File: src/rtl/uart_rxfc_pkg.sv
// Constants, register map and trigger tables for the receive FIFO and flow control block.
package uart_rxfc_pkg;
  // Register offsets on the three-bit host address.
  localparam logic [2:0] OFS_HOLD_BYTE = 3'h0;
  localparam logic [2:0] OFS_INT_EN    = 3'h1;
  localparam logic [2:0] OFS_FIFO_STAT = 3'h2;
  localparam logic [2:0] OFS_LINE_CTRL = 3'h3;
  localparam logic [2:0] OFS_MODEM     = 3'h4;
  localparam logic [2:0] OFS_LINE_STAT = 3'h5;
  localparam logic [2:0] OFS_ON_FIRST  = 3'h4;
  localparam logic [2:0] OFS_ON_SECOND = 3'h5;
  localparam logic [2:0] OFS_OFF_FIRST = 3'h6;
  localparam logic [2:0] OFS_OFF_SEC   = 3'h7;
  // Line control value that opens the enhanced bank.
  localparam logic [7:0] LCR_ENH_KEY = 8'hbf;
  // Field positions.
  localparam int FCTL_FIFO_EN  = 0;
  localparam int FCTL_RX_FLUSH = 1;
  localparam int FCTL_TRIG_LO  = 6;
  localparam int FEAT_RXM_LO   = 0;
  localparam int FEAT_TXM_LO   = 2;
  localparam int FEAT_ENH      = 4;
  localparam int FEAT_AUTO_RTS = 6;
  localparam int FEAT_AUTO_CTS = 7;
  localparam int MDM_RTS       = 1;
  localparam int IEN_RX_DATA   = 0;
  localparam int IEN_XOFF      = 5;
  localparam int IEN_RTS       = 6;
  localparam int IEN_CTS       = 7;
  // Reset values.
  localparam logic [7:0] RST_REG8   = 8'h00;
  localparam logic [7:0] RST_FLOW_C = 8'h00;
  // FIFO geometry.
  localparam int FIFO_DEPTH = 128;
  localparam int WORD_W     = 11;
  localparam logic [7:0] FIFO_FULL_CNT = 8'h80;
  localparam logic [7:0] NOFIFO_FULL   = 8'h01;
  // Character times between crossing the trigger and sending the pause characters.
  localparam logic [1:0] PAUSE_DELAY_CHARS = 2'h2;

  typedef enum logic [1:0] {CM_NONE, CM_FIRST, CM_SECOND, CM_BOTH} char_mode_e;

  function automatic logic [7:0] trig_level(input logic [1:0] sel);
    unique case (sel)
      2'h0: trig_level = 8'h08;
      2'h1: trig_level = 8'h10;
      2'h2: trig_level = 8'h18;
      2'h3: trig_level = 8'h1c;
    endcase
  endfunction

  function automatic logic [7:0] trig_upper(input logic [1:0] sel);
    unique case (sel)
      2'h0: trig_upper = 8'h10;
      2'h1: trig_upper = 8'h18;
      2'h2: trig_upper = 8'h1c;
      2'h3: trig_upper = 8'h20;
    endcase
  endfunction

  function automatic logic [7:0] trig_lower(input logic [1:0] sel);
    unique case (sel)
      2'h0: trig_lower = 8'h00;
      2'h1: trig_lower = 8'h08;
      2'h2: trig_lower = 8'h10;
      2'h3: trig_lower = 8'h18;
    endcase
  endfunction
endpackage

File: src/rtl/uart_rx_fifo_flow_control.sv
// Receive holding register, receive FIFO and automatic flow control of one UART channel.
// Summary of operation
// - Receive FIFO holds 128 words of 8 data bits plus 3 error tags.
// - With FIFO enabled, the holding byte shows the oldest FIFO character.
// - Reading the holding byte pops; line status bits 2-4 show the new head's tags.
// - Automatic request control needs enhanced bit 6 and starts once modem bit 1 is set.
// - Request output goes high when fill reaches the trigger level above the programmed, or 32 above level 28.
// - Request output goes low again when fill drains to the level below.
// - Characters are still stored while request is off, until the FIFO is full.
// - Request deassertion sets status bit 5 when enable bit 6 is on.
// - Data interrupt at programmed level; request off and on at hysteresis limits.
// - Automatic clear control uses enhanced bit 7; clear low permits, high pauses.
// - Clear high holds the transmitter after its current character; low resumes it.
// - Clear going high sets status bit 5 when enable bit 7 is on.
// - A received pause character or pair holds transmission after the current character.
// - Pause match sets flag and interrupt if enabled; resume match restarts, clears bit 4.
// - Reset clears the four flow control character registers to zero.
// - Double mode compares two consecutive characters with the first and second values.
// - Recognised flow control characters never enter the host FIFO.
// - Pause characters are sent two character times after fill crosses the trigger.
// - Resume characters are sent once fill drops to one trigger level below.
// - Trigger levels 8, 16, 24, 28 resume at fills 0, 8, 16, 24.
// - FIFO control selects the trigger level that fires the data interrupt.
`timescale 1ns/1ps
module uart_rx_fifo_flow_control (
  // Clock and reset.
  input  wire logic       clk,
  input  wire logic       arst_n,
  // Host register port.
  input  wire logic [2:0] addr,
  input  wire logic       rd_stb,
  input  wire logic       wr_stb,
  input  wire logic [7:0] wdata,
  output logic      [7:0] rdata,
  output logic            irq,
  // Receiver core.
  input  wire logic       rx_valid,
  input  wire logic [7:0] rx_data,
  input  wire logic [2:0] rx_err,
  // Transmitter core.
  input  wire logic       char_tick,
  output logic            tx_hold,
  output logic            inject_valid,
  output logic      [7:0] inject_data,
  input  wire logic       inject_ready,
  // Modem lines.
  input  wire logic       cts_n,
  output logic            rts_n
);
  import uart_rxfc_pkg::*;

  typedef enum {FC_IDLE, FC_WAIT, FC_OFF1, FC_OFF2, FC_HELD, FC_ON1, FC_ON2} fc_state_e;

  logic [7:0] ien_r;
  logic [7:0] lcr_r;
  logic [7:0] mdm_r;
  logic [7:0] feat_r;
  logic [7:0] fctl_r;
  logic [7:0] on_first_r;
  logic [7:0] on_second_r;
  logic [7:0] off_first_r;
  logic [7:0] off_second_r;
  logic       overrun_r;
  logic       int_flow_r;
  logic       int_xoff_r;
  logic       rts_off_r;
  logic       cts_prev_r;
  logic       sw_pause_r;
  logic [1:0] tick_cnt_r;
  fc_state_e  fc_r;
  fc_state_e  fc_nxt;

  logic              bank;
  logic              wr_ien;
  logic              wr_fctl;
  logic              rd_hold;
  logic              rd_ist;
  logic              rd_lst;
  logic              flush;
  logic              m_push;
  logic [WORD_W-1:0] m_word;
  logic              on_hit;
  logic              off_hit;
  logic [WORD_W-1:0] head_word;
  logic [7:0]        fill;
  logic              empty;
  logic              full;
  logic              push;
  logic              pop;
  logic [1:0]        sel;
  logic [7:0]        lvl;
  logic [7:0]        upper;
  logic [7:0]        lower;
  logic              auto_rts;
  logic              auto_cts;
  logic              rx_int;
  logic              rts_event;
  logic              cts_event;
  logic [1:0]        txm;
  logic [7:0]        ist_val;
  logic [7:0]        lst_val;

  assign bank    = (lcr_r == LCR_ENH_KEY);
  assign wr_ien  = wr_stb && !bank && addr == OFS_INT_EN;
  assign wr_fctl = wr_stb && !bank && addr == OFS_FIFO_STAT;
  assign rd_hold = rd_stb && !bank && addr == OFS_HOLD_BYTE;
  assign rd_ist  = rd_stb && !bank && addr == OFS_FIFO_STAT;
  assign rd_lst  = rd_stb && addr == OFS_LINE_STAT;
  assign flush   = wr_fctl && (wdata[FCTL_RX_FLUSH] || wdata[FCTL_FIFO_EN] != fctl_r[FCTL_FIFO_EN]);

  assign sel   = fctl_r[FCTL_TRIG_LO +: 2];
  assign lvl   = trig_level(sel);
  assign upper = trig_upper(sel);
  assign lower = trig_lower(sel);
  assign txm   = feat_r[FEAT_TXM_LO +: 2];

  // Configuration registers.
  always_ff @(posedge clk or negedge arst_n) begin
    if (!arst_n) begin
      ien_r  <= RST_REG8;
      lcr_r  <= RST_REG8;
      mdm_r  <= RST_REG8;
      feat_r <= RST_REG8;
      fctl_r <= RST_REG8;
    end else if (wr_stb) begin
      if (addr == OFS_LINE_CTRL) begin
        lcr_r <= wdata;
      end else if (bank) begin
        if (addr == OFS_FIFO_STAT) begin
          feat_r <= wdata;
        end
      end else if (wr_ien) begin
        // The upper enables stay locked until the enhanced bit is set.
        ien_r <= feat_r[FEAT_ENH] ? wdata : {ien_r[7:4], wdata[3:0]};
      end else if (wr_fctl) begin
        fctl_r <= {wdata[7:2], 1'b0, wdata[0]};
      end else if (addr == OFS_MODEM) begin
        mdm_r <= wdata;
      end
    end
  end

  // Flow control character registers.
  always_ff @(posedge clk or negedge arst_n) begin
    if (!arst_n) begin
      on_first_r   <= RST_FLOW_C;
      on_second_r  <= RST_FLOW_C;
      off_first_r  <= RST_FLOW_C;
      off_second_r <= RST_FLOW_C;
    end else if (wr_stb && bank) begin
      unique case (addr)
        OFS_ON_FIRST:  on_first_r   <= wdata;
        OFS_ON_SECOND: on_second_r  <= wdata;
        OFS_OFF_FIRST: off_first_r  <= wdata;
        OFS_OFF_SEC:   off_second_r <= wdata;
        default: ;
      endcase
    end
  end

  flow_char_match u_match (
    .clk        (clk),
    .arst_n     (arst_n),
    .rx_valid   (rx_valid),
    .rx_word    ({rx_err, rx_data}),
    .mode       (feat_r[FEAT_RXM_LO +: 2]),
    .on_first   (on_first_r),
    .on_second  (on_second_r),
    .off_first  (off_first_r),
    .off_second (off_second_r),
    .push_v     (m_push),
    .push_word  (m_word),
    .on_hit     (on_hit),
    .off_hit    (off_hit)
  );

  // Without the FIFO enabled the store acts as a single holding byte.
  assign full  = fill >= (fctl_r[FCTL_FIFO_EN] ? FIFO_FULL_CNT : NOFIFO_FULL);
  assign empty = (fill == 8'h00);
  assign push  = m_push && !full;
  assign pop   = rd_hold && !empty;

  rx_word_fifo u_fifo (
    .clk       (clk),
    .arst_n    (arst_n),
    .flush     (flush),
    .push      (push),
    .push_word (m_word),
    .pop       (pop),
    .head_word (head_word),
    .fill      (fill)
  );

  // Overrun marks a character lost to a full store.
  always_ff @(posedge clk or negedge arst_n) begin
    if (!arst_n) begin
      overrun_r <= 1'b0;
    end else if (m_push && full) begin
      overrun_r <= 1'b1;
    end else if (rd_lst) begin
      overrun_r <= 1'b0;
    end
  end

  // Automatic request control with hysteresis.
  assign auto_rts  = feat_r[FEAT_AUTO_RTS] && mdm_r[MDM_RTS];
  assign rts_event = auto_rts && !rts_off_r && fill >= upper;

  always_ff @(posedge clk or negedge arst_n) begin
    if (!arst_n) begin
      rts_off_r <= 1'b0;
    end else if (!auto_rts) begin
      rts_off_r <= 1'b0;
    end else if (fill >= upper) begin
      rts_off_r <= 1'b1;
    end else if (fill <= lower) begin
      rts_off_r <= 1'b0;
    end
  end

  always_ff @(posedge clk or negedge arst_n) begin
    if (!arst_n) begin
      rts_n <= 1'b1;
    end else begin
      rts_n <= !(mdm_r[MDM_RTS] && !rts_off_r);
    end
  end

  // Clear input watch for the status flag.
  assign auto_cts  = feat_r[FEAT_AUTO_CTS];
  assign cts_event = auto_cts && cts_n && !cts_prev_r;

  always_ff @(posedge clk or negedge arst_n) begin
    if (!arst_n) begin
      cts_prev_r <= 1'b1;
    end else begin
      cts_prev_r <= cts_n;
    end
  end

  // Software pause state from received characters.
  always_ff @(posedge clk or negedge arst_n) begin
    if (!arst_n) begin
      sw_pause_r <= 1'b0;
    end else if (feat_r[FEAT_RXM_LO +: 2] == CM_NONE) begin
      sw_pause_r <= 1'b0;
    end else if (off_hit) begin
      sw_pause_r <= 1'b1;
    end else if (on_hit) begin
      sw_pause_r <= 1'b0;
    end
  end

  // The transmitter core only samples this level between characters, so a hold never cuts one.
  always_ff @(posedge clk or negedge arst_n) begin
    if (!arst_n) begin
      tx_hold <= 1'b0;
    end else begin
      tx_hold <= (auto_cts && cts_n) || sw_pause_r;
    end
  end

  // Status flags; a new event in the clearing cycle wins.
  always_ff @(posedge clk or negedge arst_n) begin
    if (!arst_n) begin
      int_flow_r <= 1'b0;
    end else if ((rts_event && ien_r[IEN_RTS]) || (cts_event && ien_r[IEN_CTS])) begin
      int_flow_r <= 1'b1;
    end else if (rd_ist) begin
      int_flow_r <= 1'b0;
    end
  end

  always_ff @(posedge clk or negedge arst_n) begin
    if (!arst_n) begin
      int_xoff_r <= 1'b0;
    end else if (off_hit && ien_r[IEN_XOFF]) begin
      int_xoff_r <= 1'b1;
    end else if (on_hit) begin
      int_xoff_r <= 1'b0;
    end
  end

  assign rx_int = ien_r[IEN_RX_DATA] && (fctl_r[FCTL_FIFO_EN] ? fill >= lvl : !empty);

  always_ff @(posedge clk or negedge arst_n) begin
    if (!arst_n) begin
      irq <= 1'b0;
    end else begin
      irq <= rx_int || int_flow_r || int_xoff_r;
    end
  end

  // Sending of pause and resume characters.
  always_comb begin
    fc_nxt = fc_r;
    unique case (fc_r)
      FC_IDLE: begin
        if (fill >= lvl) begin
          fc_nxt = FC_WAIT;
        end
      end
      FC_WAIT: begin
        if (char_tick && tick_cnt_r == PAUSE_DELAY_CHARS - 2'h1) begin
          fc_nxt = (txm == CM_SECOND) ? FC_OFF2 : FC_OFF1;
        end
      end
      FC_OFF1: begin
        if (inject_ready) begin
          fc_nxt = (txm == CM_BOTH) ? FC_OFF2 : FC_HELD;
        end
      end
      FC_OFF2: begin
        if (inject_ready) begin
          fc_nxt = FC_HELD;
        end
      end
      FC_HELD: begin
        if (fill <= lower) begin
          fc_nxt = (txm == CM_SECOND) ? FC_ON2 : FC_ON1;
        end
      end
      FC_ON1: begin
        if (inject_ready) begin
          fc_nxt = (txm == CM_BOTH) ? FC_ON2 : FC_IDLE;
        end
      end
      FC_ON2: begin
        if (inject_ready) begin
          fc_nxt = FC_IDLE;
        end
      end
    endcase
    if (txm == CM_NONE) begin
      fc_nxt = FC_IDLE;
    end
  end

  always_ff @(posedge clk or negedge arst_n) begin
    if (!arst_n) begin
      fc_r        <= FC_IDLE;
      tick_cnt_r  <= 2'h0;
      inject_data <= 8'h00;
    end else begin
      fc_r <= fc_nxt;
      if (fc_r != FC_WAIT) begin
        tick_cnt_r <= 2'h0;
      end else if (char_tick) begin
        tick_cnt_r <= tick_cnt_r + 2'h1;
      end
      unique case (fc_nxt)
        FC_OFF1: inject_data <= off_first_r;
        FC_OFF2: inject_data <= off_second_r;
        FC_ON1:  inject_data <= on_first_r;
        FC_ON2:  inject_data <= on_second_r;
        default: inject_data <= inject_data;
      endcase
    end
  end

  assign inject_valid = (fc_r == FC_OFF1) || (fc_r == FC_OFF2) || (fc_r == FC_ON1) || (fc_r == FC_ON2);

  // Read data.
  assign ist_val = {2'b00, int_flow_r, int_xoff_r, 1'b0, rx_int, 1'b0, !irq};
  assign lst_val = {3'b000, empty ? 3'b000 : head_word[10:8], overrun_r, !empty};

  always_ff @(posedge clk or negedge arst_n) begin
    if (!arst_n) begin
      rdata <= 8'h00;
    end else if (rd_stb) begin
      if (addr == OFS_LINE_CTRL) begin
        rdata <= lcr_r;
      end else if (addr == OFS_LINE_STAT) begin
        rdata <= lst_val;
      end else if (bank) begin
        unique case (addr)
          OFS_FIFO_STAT: rdata <= feat_r;
          OFS_ON_FIRST:  rdata <= on_first_r;
          OFS_OFF_FIRST: rdata <= off_first_r;
          OFS_OFF_SEC:   rdata <= off_second_r;
          default:       rdata <= 8'h00;
        endcase
      end else begin
        unique case (addr)
          OFS_HOLD_BYTE: rdata <= empty ? 8'h00 : head_word[7:0];
          OFS_INT_EN:    rdata <= ien_r;
          OFS_FIFO_STAT: rdata <= ist_val;
          OFS_MODEM:     rdata <= mdm_r;
          default:       rdata <= 8'h00;
        endcase
      end
    end
  end
endmodule

File: src/rtl/rx_word_fifo.sv
// Receive FIFO of data bytes with their error tags.
`timescale 1ns/1ps
module rx_word_fifo (
  // Clock and reset.
  input  wire logic                              clk,
  input  wire logic                              arst_n,
  // Control.
  input  wire logic                              flush,
  input  wire logic                              push,
  input  wire logic [uart_rxfc_pkg::WORD_W-1:0] push_word,
  input  wire logic                              pop,
  // Status and head word.
  output logic      [uart_rxfc_pkg::WORD_W-1:0] head_word,
  output logic      [7:0]                        fill
);
  import uart_rxfc_pkg::*;

  logic [WORD_W-1:0] mem [FIFO_DEPTH];
  logic [6:0]        wr_ptr_r;
  logic [6:0]        rd_ptr_r;
  logic [7:0]        fill_r;

  always_ff @(posedge clk) begin
    if (push) begin
      mem[wr_ptr_r] <= push_word;
    end
  end

  always_ff @(posedge clk or negedge arst_n) begin
    if (!arst_n) begin
      wr_ptr_r <= 7'h00;
      rd_ptr_r <= 7'h00;
      fill_r   <= 8'h00;
    end else if (flush) begin
      wr_ptr_r <= 7'h00;
      rd_ptr_r <= 7'h00;
      fill_r   <= 8'h00;
    end else begin
      if (push) begin
        wr_ptr_r <= wr_ptr_r + 7'h01;
      end
      if (pop) begin
        rd_ptr_r <= rd_ptr_r + 7'h01;
      end
      if (push && !pop) begin
        fill_r <= fill_r + 8'h01;
      end else if (pop && !push) begin
        fill_r <= fill_r - 8'h01;
      end
    end
  end

  // The head is read straight from the array so a pop shows the next entry at once.
  assign head_word = mem[rd_ptr_r];
  assign fill      = fill_r;
endmodule

File: src/rtl/flow_char_match.sv
// Recognises received resume and pause characters and strips them from the data stream.
`timescale 1ns/1ps
module flow_char_match (
  // Clock and reset.
  input  wire logic                              clk,
  input  wire logic                              arst_n,
  // Received characters.
  input  wire logic                              rx_valid,
  input  wire logic [uart_rxfc_pkg::WORD_W-1:0] rx_word,
  // Configuration.
  input  wire logic [1:0]                        mode,
  input  wire logic [7:0]                        on_first,
  input  wire logic [7:0]                        on_second,
  input  wire logic [7:0]                        off_first,
  input  wire logic [7:0]                        off_second,
  // Filtered stream and hits.
  output logic                                   push_v,
  output logic      [uart_rxfc_pkg::WORD_W-1:0] push_word,
  output logic                                   on_hit,
  output logic                                   off_hit
);
  import uart_rxfc_pkg::*;

  logic [WORD_W-1:0] pend_r;
  logic              pend_v_r;
  logic              pend_off_r;
  logic [WORD_W-1:0] queue_r;
  logic              queue_v_r;
  logic [7:0]        c;

  assign c = rx_word[7:0];

  // A broken pair frees the held first character now and a new character that is no first value a cycle later.
  always_ff @(posedge clk or negedge arst_n) begin
    if (!arst_n) begin
      pend_r     <= '0;
      pend_v_r   <= 1'b0;
      pend_off_r <= 1'b0;
      queue_r    <= '0;
      queue_v_r  <= 1'b0;
      push_v     <= 1'b0;
      push_word  <= '0;
      on_hit     <= 1'b0;
      off_hit    <= 1'b0;
    end else begin
      push_v  <= 1'b0;
      on_hit  <= 1'b0;
      off_hit <= 1'b0;
      if (queue_v_r) begin
        queue_v_r <= 1'b0;
        push_v    <= 1'b1;
        push_word <= queue_r;
      end
      if (rx_valid) begin
        unique case (char_mode_e'(mode))
          CM_NONE: begin
            push_v    <= 1'b1;
            push_word <= rx_word;
          end
          CM_FIRST, CM_SECOND: begin
            if (c == (mode == CM_FIRST ? off_first : off_second)) begin
              off_hit <= 1'b1;
            end else if (c == (mode == CM_FIRST ? on_first : on_second)) begin
              on_hit <= 1'b1;
            end else begin
              push_v    <= 1'b1;
              push_word <= rx_word;
            end
          end
          CM_BOTH: begin
            if (pend_v_r && c == (pend_off_r ? off_second : on_second)) begin
              pend_v_r <= 1'b0;
              off_hit  <= pend_off_r;
              on_hit   <= !pend_off_r;
            end else begin
              if (pend_v_r) begin
                push_v    <= 1'b1;
                push_word <= pend_r;
              end
              if (c == off_first || c == on_first) begin
                pend_v_r   <= 1'b1;
                pend_r     <= rx_word;
                pend_off_r <= (c == off_first);
              end else if (pend_v_r) begin
                pend_v_r  <= 1'b0;
                queue_v_r <= 1'b1;
                queue_r   <= rx_word;
              end else begin
                push_v    <= 1'b1;
                push_word <= rx_word;
              end
            end
          end
        endcase
      end
    end
  end
endmodule

File: config.mk
export PLATFORM = sky130hd
export DESIGN_NAME = uart_rx_fifo_flow_control
export DESIGN_NICKNAME = d
export VERILOG_FILES = /design/src/rtl/uart_rxfc_pkg.sv /design/src/rtl/uart_rx_fifo_flow_control.sv /design/src/rtl/rx_word_fifo.sv /design/src/rtl/flow_char_match.sv
export SDC_FILE = /design/constraint.sdc
export NUM_CORES = 2
export LEC_CHECK = 0
export ABC_CLOCK_PERIOD_IN_PS = 10150
export BUFFER_PORTS_ARGS = -buffer_cell sky130_fd_sc_hd__buf_2
export CAP_MARGIN = 20
export CORE_MARGIN = 4
export CORE_UTILIZATION = 55
export DETAILED_ROUTE_END_ITERATION = 8
export GPL_TIMING_DRIVEN = 0
export PLACE_DENSITY = 0.71
export SETUP_SLACK_MARGIN = 0.2
export SYNTH_ARGS = -nofsm -noshare
export SYNTH_HDL_FRONTEND = slang
export SYNTH_SLANG_ARGS = --single-unit
export TNS_END_PERCENT = 5
File: constraint.sdc
create_clock -name clk -period 10.15 [get_ports clk]
set_clock_uncertainty 0.1 [all_clocks]
set_input_delay 1.5225 -clock clk [delete_from_list [all_inputs] [get_ports clk]]
set_output_delay 1.5225 -clock clk [all_outputs]
set_load 0.01 [all_outputs]
**Word level (Yosys, flattened, before mapping)**

Memories as Yosys holds them, arrays and structs flattened.
Cells that the tools add are included.

- Memories: 1
- Memory bits (writable): 1,408
- Bits in read-only memories: 0
- Bits in latches: 0
- Register bits: 191
- Input port bits: 30
- Word-level logic and storage cells: 249

Memories:

| memory | words | width | read ports | clocked after Yosys merged registers in | write ports | RTL line | source |
|---|---|---|---|---|---|---|---|
| u_fifo.mem | 128 | 11 | 1 | 0 | 1 | rx_word_fifo.sv:18 | `logic [WORD_W-1:0] mem [FIFO_DEPTH];` |

- Shifts and indexed selects: 0
- Equality and inequality tests: 39
- $mul: 0
- Mux-type cells: 85
- Reduce and logical (&&, ||, !) cells: 74
- $lt $le $gt $ge: 4
- Add/subtract/negate cells: 5
- Div/mod/pow operators: 0
- Bitwise logic cells: 6

Operators with widths:

| kind | count |
|---|---|
| $mux W32 | 8 |
| $eq A32 B3 Y1 const B | 7 |
| $pmux W32 S7 | 1 |
| $pmux W8 S4 | 6 |
| $eq A32 B2 Y1 const B | 4 |
| $mux W11 | 8 |
| $mux W8 | 11 |
| $eq A32 B4 Y1 const B | 2 |
| $eq A8 B8 Y1 | 5 |
| $mux W1 | 37 |
| $pmux W11 S3 | 1 |
| $eq A32 B1 Y1 const B | 1 |
| $logic_not A32 Y1 | 1 |
| $ne A32 B2 Y1 const B | 1 |
| $mux W7 | 4 |
| $logic_and A1 B1 Y1 | 26 |
| $ge A8 B8 Y1 | 3 |
| $reduce_and A5 Y1 | 3 |
| $add A7 B1 Y7 const B | 2 |
| $eq A2 B2 Y1 const B | 6 |
| $eq A3 B3 Y1 const B | 4 |
| $reduce_and A2 Y1 | 6 |
| $reduce_and A4 Y1 | 3 |
| $reduce_bool A2 Y1 | 6 |
| other kinds (24) | 57 |

**Longest topological paths before layout**

- Depth in word-level cells: 9
- Depth in mapped cells: 18

**By module**

Synthesis repeated with hierarchy kept, for this count alone.

- Cell total of the unflattened synthesis: 3,596
- Area total of the unflattened synthesis: 65,282.6 sq um

Modules (own cells, without submodules):

| module | area an instance (sq um) | sequential area each (sq um) | cells each | times used |
|---|---|---|---|---|
| rx_word_fifo | 55,809.8 | 42,831.1 | 2,669 | 1 |
| uart_rx_fifo_flow_control | 6,354.8 | 3,155.5 | 594 | 1 |
| flow_char_match | 3,118.0 | 975.9 | 333 | 1 |

**Worst setup path after synthesis**

Ideal clock, no wire load.

- Path kind: in2reg
- From: in addr[2]
- To: reg u_fifo.fill_r[7], in the netlist u_fifo.fill[7]
- Buffers on the path: 3
- Slack: 5.425 ns
- Stages: 15
- Data required time: 9.918 ns
- Setup time: 0.132 ns
- Data arrival time: 4.493 ns
- Cell sequence: clkbuf_1 > and3b_1 > clkbuf_1 > and3_1 > clkbuf_1 > nand2b_1 > ha_1 > a21o_1 > a21oi_1 > nor2b_1 > o21a_1 > o41ai_1 > mux2i_1 > xnor2_1 > nor2_1

- Word-level cells in the longest chain between the ends: 7
- Elaborated cells between the ends (all ways): 12
- Those cells by class: 1 x eq/ne; 2 x mux; 9 x reduce/logical

RTL lines:

| item | RTL line | source |
|---|---|---|
| from (decl) | uart_rx_fifo_flow_control.sv:30 | `input wire logic [2:0] addr,` |
| $logic_not A3 Y1 | uart_rx_fifo_flow_control.sv:106 | `assign rd_hold = rd_stb && !bank && addr == OFS_HOLD_BYTE;` |
| $logic_and A1 B1 Y1 | uart_rx_fifo_flow_control.sv:106 |  |
| $logic_and A1 B1 Y1 | uart_rx_fifo_flow_control.sv:181 | `assign pop = rd_hold && !empty;` |
| $logic_not A1 Y1 | rx_word_fifo.sv:45 | `if (push && !pop) begin` |
| $logic_and A1 B1 Y1 | rx_word_fifo.sv:45 |  |
| $mux W8 | rx_word_fifo.sv:45 |  |
| $mux W8 | rx_word_fifo.sv:34 | `end else if (flush) begin` |
| to (signal assigned) | rx_word_fifo.sv:46 | `fill_r <= fill_r + 8'h01;` |
| to (signal assigned) | rx_word_fifo.sv:48 | `fill_r <= fill_r - 8'h01;` |
| to (decl) | rx_word_fifo.sv:21 | `logic [7:0] fill_r;` |

Parallel ways exist; a longest one is shown, timed or not.
A chain may end at the register's enable or synchronous reset.

**Worst setup path after layout**

- From: reg u_fifo.rd_ptr_r[2]
- To: reg rdata[6]

- Word-level cells in the longest chain between the ends: 6

RTL lines:

| item | RTL line | source |
|---|---|---|
| from (decl) | rx_word_fifo.sv:20 | `logic [6:0] rd_ptr_r;` |
| from (signal assigned) | rx_word_fifo.sv:43 | `rd_ptr_r <= rd_ptr_r + 7'h01;` |
| $mem_v2 Z128 W11 | - |  |
| $mux W8 | uart_rx_fifo_flow_control.sv:385 | `OFS_HOLD_BYTE: rdata <= empty ? 8'h00 : head_word[7:0];` |
| $pmux W8 S4 | uart_rx_fifo_flow_control.sv:384 | `unique case (addr)` |
| $mux W8 | uart_rx_fifo_flow_control.sv:375 | `end else if (bank) begin` |
| $mux W8 | uart_rx_fifo_flow_control.sv:373 | `end else if (addr == OFS_LINE_STAT) begin` |
| $mux W8 | uart_rx_fifo_flow_control.sv:371 | `if (addr == OFS_LINE_CTRL) begin` |
| to (signal assigned) | uart_rx_fifo_flow_control.sv:372 | `rdata <= lcr_r;` |
| to (signal assigned) | uart_rx_fifo_flow_control.sv:374 | `rdata <= lst_val;` |
| to (signal assigned) | uart_rx_fifo_flow_control.sv:385 |  |
| to (decl) | uart_rx_fifo_flow_control.sv:34 | `output logic [7:0] rdata,` |

No other way between the ends.

==> results.txt <==
- Run status: finished clean
- Number of placed instances, taps included: 5025
- Data on the critical path is required at its endpoint by 10.73 ns.
- Once the floorplan was initialized, standard cells occupied 55.50% of the core.
- CP peak stage delay: 0.73 ns
* Iteration count of the initial detailed-routing pass: 6
- CP Max Fanout: 10
* Final estimated routing congestion in global placement: 0.9881
- Per report_power, the clock group accounts for 31.7% of the total.
- Non-filler cells, final: 5332
* Logic depth of the worst path, buffers included: 10
- Root buffer cell: sky130_fd_sc_hd__clkbuf_16
* Number of antenna-violating nets in the routed design: 0
- H-tree depth reported by CTS: 4
- In this run the power density over the cells is 250.6 nW/um^2.
* Port bufs: 36
- For this run, global-route usage on met3 was measured as 8.471%.
- Met2 global-route usage: 49.24%
- Measured slew at the worst slew-check pin: 1.267 ns
* Die ar.: 123100 sq um
- The slowest stage of the critical path belongs to the cell sky130_fd_sc_hd__buf_2.
- The first routing iteration left 5891 violations.
* Number of enable flip-flop cells after synthesis: 1408
- After synthesis, the netlist uses 77 different library cells.
- Maximum number of pins on one net before global-route repair: 108
- Final hold violations: 0
- Area of the core: 116500 sq um
* Mean cell area of the mapped netlist: 19.33 sq um
- I/O pins: 50
* Capturing element type of the critical path: register
* Endpoint arrival time on the critical path: 5.95 ns
* Worst hold path cell count: 1
- Initial antenna violation count: 7
- Buffer levels on the longest clock path: 3
* Count of final max-slew check failures: 0
- Pre-CTS WS: 4.384 ns
- Asr flop ratio synth: 11.72%
* Met1 capacity usage during global routing: 44.41%
- Of the cells placed in the final design, the portion with a size suffix greater than 1 is 26.90%.
- Total detailed-routing wirelength: 198500 microns
- Number of buffers added by the clock tree synthesis step: 159
* Total congestion overflow after global routing: 0
- Ordered cell list for the critical path: buf_2 -> buf_2 -> buf_2 -> buf_2 -> buf_2 -> mux4_2 -> a22oi_1 -> nand2_1 -> o32ai_1 -> nor2_1
- TritonCTS Sinks: 1595
- The worst setup path is launched from a register.
- Leakage: 24.18 nW
* Path class of the lowest-slack min-delay path: reg -> reg
- Min Clock Period, post-route: 5.369 ns
- For this design, the CTS-stage hold fixing added 0 buffers.
- In this run the power spent charging and discharging nets is 5.908 mW.
- Total of cells resized after clock tree synthesis: 0
* Type of the setup path with the least slack: reg -> reg
* Setup TNS: 0 ns
- Routed via count: 36630
- Die span in x: 350.9 microns
- The kind of cell with the highest combined delay along the critical path is buffers and inverters.
* Number of placement rows: 125
- After layout, the worst path uses 52.90% of the clock period.
* Combinational group share of total power: 27.6%
* Part of the Yosys area used for sequential elements: 72.62%
- Setup repair after global routing left no endpoint under its margin.
- Overall routing resource usage: 32.66%
- Summed instance area of the synthesized netlist: 64670 sq um
* Layout Area Growth over Synthesis: 13.82%
- PnR Total Power: 18.44 mW
- met2 is the most crowded layer.
- After layout, the worst setup slack is 4.781 ns.
- The internal power of the cells totals 12.54 mW.
* Synthesized netlist cell count: 3345
* Proportion of total power due to net switching: 32.03%
- Worst vdd ir: 0.2343 mV
- Count of endpoints failing setup in the final report: 0
- Sequential cells burn 40.7% of the power.
* Number of synthesis warnings: 0
- CTS tree: yes
- Clk_lat worst skew: 0.80 ns
- Number of nets in the finished design: 3735
- Count of state elements after synthesis: 1595
- After clock tree synthesis, the clock-pin slew on the worst setup and hold paths is 0.06 ns.
- Synth Flop Type: sky130_fd_sc_hd__edfxtp_1
* Relative slew margins: 15.51%
* Max-capacitance violation count: 0
* Routed WL per cell: 37.23 microns
- DRC errors left: 0
- HPWL after DPL: 133200 microns
- Number of post-CTS setup repair buffers: 0
- The number of buffers and inverters on the critical path is 5.
- The first global-routing pass estimated 275300 microns of wire.
- The via count of the first global-routing pass came to 35129.
- Synthesized Nets: 3403
* Die boundary height: 350.9 microns
- Vias per cell: 6.870
* Dominant cell type by count on the critical path: sky130_fd_sc_hd__buf_2
- Worst Reg2Reg Path Length in Cells: 10
- Based on the critical path, the design can be clocked at up to 186.3 MHz.
## stage by stage
step                      util (%)  instance area [sq um]  hold WS (ns)
after floorplan                  -                  64670        0.3167
after global placement       57.30                  66760        0.3639
after detailed placement     58.64                  68330        0.3620
after CTS                    63.06                  73470        0.3713
after global routing         63.17                  73610        0.3921
final                        63.18                  73610        0.3677
## power by group through the flow
stage	logic, mW	clock network, mW	registers [mW]
floorplan	2.82	0	7.63
global route	5.18	6.17	7.51
finish	5.09	5.85	7.50
CTS	5.00	5.88	7.50
global placement	4.80	0	7.76
detailed placement	4.98	0	7.64
## worst register-to-register path, cell delays in order (launching register included)
cell                      delay [ns]
sky130_fd_sc_hd__dfrtp_1        0.51
sky130_fd_sc_hd__buf_2          0.37
sky130_fd_sc_hd__buf_2          0.45
sky130_fd_sc_hd__buf_2          0.73
sky130_fd_sc_hd__buf_2          0.74
sky130_fd_sc_hd__buf_2          0.74
sky130_fd_sc_hd__mux4_2         0.52
sky130_fd_sc_hd__a22oi_1        0.53
sky130_fd_sc_hd__nand2_1        0.23
sky130_fd_sc_hd__o32ai_1        0.28
sky130_fd_sc_hd__nor2_1         0.07
## worst paths after layout
path | startpoint | endpoint | slack, ns
setup / recovery | u_fifo.rd_ptr_r[2] | rdata[6] | 4.78
hold / removal | mdm_r[1] | rts_n | 0.37
setup reg to reg | u_fifo.rd_ptr_r[2] | rdata[6] | 4.78
hold reg to reg | mdm_r[1] | rts_n | 0.37
max in group asynchronous | arst_n | u_match.push_word[7] | 8.26
min in group asynchronous | arst_n | tick_cnt_r[0] | 0.67
## synth_stat cells (all sizes together), types with 43 or more instances
cell type,count,area share [%]
mux4,395,14
o21ai,60,0.46
nor2,212,1.2
xor2,45,0.61
clkbuf,90,0.52
dfrtp,185,7.2
edfxtp,1408,65
a22oi,54,0.63
a21oi,43,0.33
mux2i,103,1.6
mux2,100,1.7
nand2,122,0.71
buf,96,1.0
## logic make-up (layout without fill, tap and decap cells)
logic type      after synthesis  count (layout)  share of synthesized area (%)
flops                      1595            1595                          72.62
mux                         598             598                          17.09
simple gates                557             557                          4.098
compound gates              289             289                          3.070
buf+inv                     217             679                          1.735
xor+xnor                     61              61                         0.8377
fa+ha+maj                    28              28                         0.5533
other cells                   0               1                              0
## final cells by class
cell class | instances | area (sq um)
Antenna cell | 1 | 2.502
Buffer | 186 | 1020
Clock buffer | 207 | 4240
Clock inverter | 84 | 904.6
Fill cell | 7925 | 42910
Inverter | 31 | 116.4
Multi-Input combinational cell | 1533 | 16620
Sequential cell | 1595 | 47000
Tap cell | 1524 | 1907
Timing Repair Buffer | 171 | 1793
## metal layers
metal  up-vias  wire [microns]
met1     19056           71750
li1      14301               -
met4         4           12720
met3       512           23800
met2      2757           90230
met5         -              23
## cells in the final DEF (no fill, tap or decap), types with 43 or more instances in the layout
master,count
sky130_fd_sc_hd__mux4_2,395
sky130_fd_sc_hd__buf_6,103
sky130_fd_sc_hd__a22oi_1,54
sky130_fd_sc_hd__clkbuf_16,160
sky130_fd_sc_hd__buf_2,80
sky130_fd_sc_hd__edfxtp_1,1408
sky130_fd_sc_hd__mux2i_1,103
sky130_fd_sc_hd__dfrtp_1,174
sky130_fd_sc_hd__o21ai_0,57
sky130_fd_sc_hd__nand2_1,122
sky130_fd_sc_hd__buf_4,54
sky130_fd_sc_hd__a21oi_1,43
sky130_fd_sc_hd__xor2_1,45
sky130_fd_sc_hd__mux2_2,100
sky130_fd_sc_hd__clkbuf_1,123
sky130_fd_sc_hd__nor2_1,200
## sequential cells by signal, indices dropped and copies added, names as in the netlist, 2 cells and up
name	flops
tick_cnt_r	2
u_fifo.mem	1408
on_second_r	8
inject_data	8
off_second_r	8
u_match.pend_r	11
rdata	8
u_match.push_word	11
u_fifo.wr_ptr_r	7
on_first_r	8
u_fifo.fill	8
u_fifo.rd_ptr_r	7
ien_r	8
fc_r	32
off_first_r	8
feat_r	8
mdm_r	8
u_match.queue_r	11
lcr_r	8
fctl_r	3
Note: power is estimated with default switching activity, not from simulation.
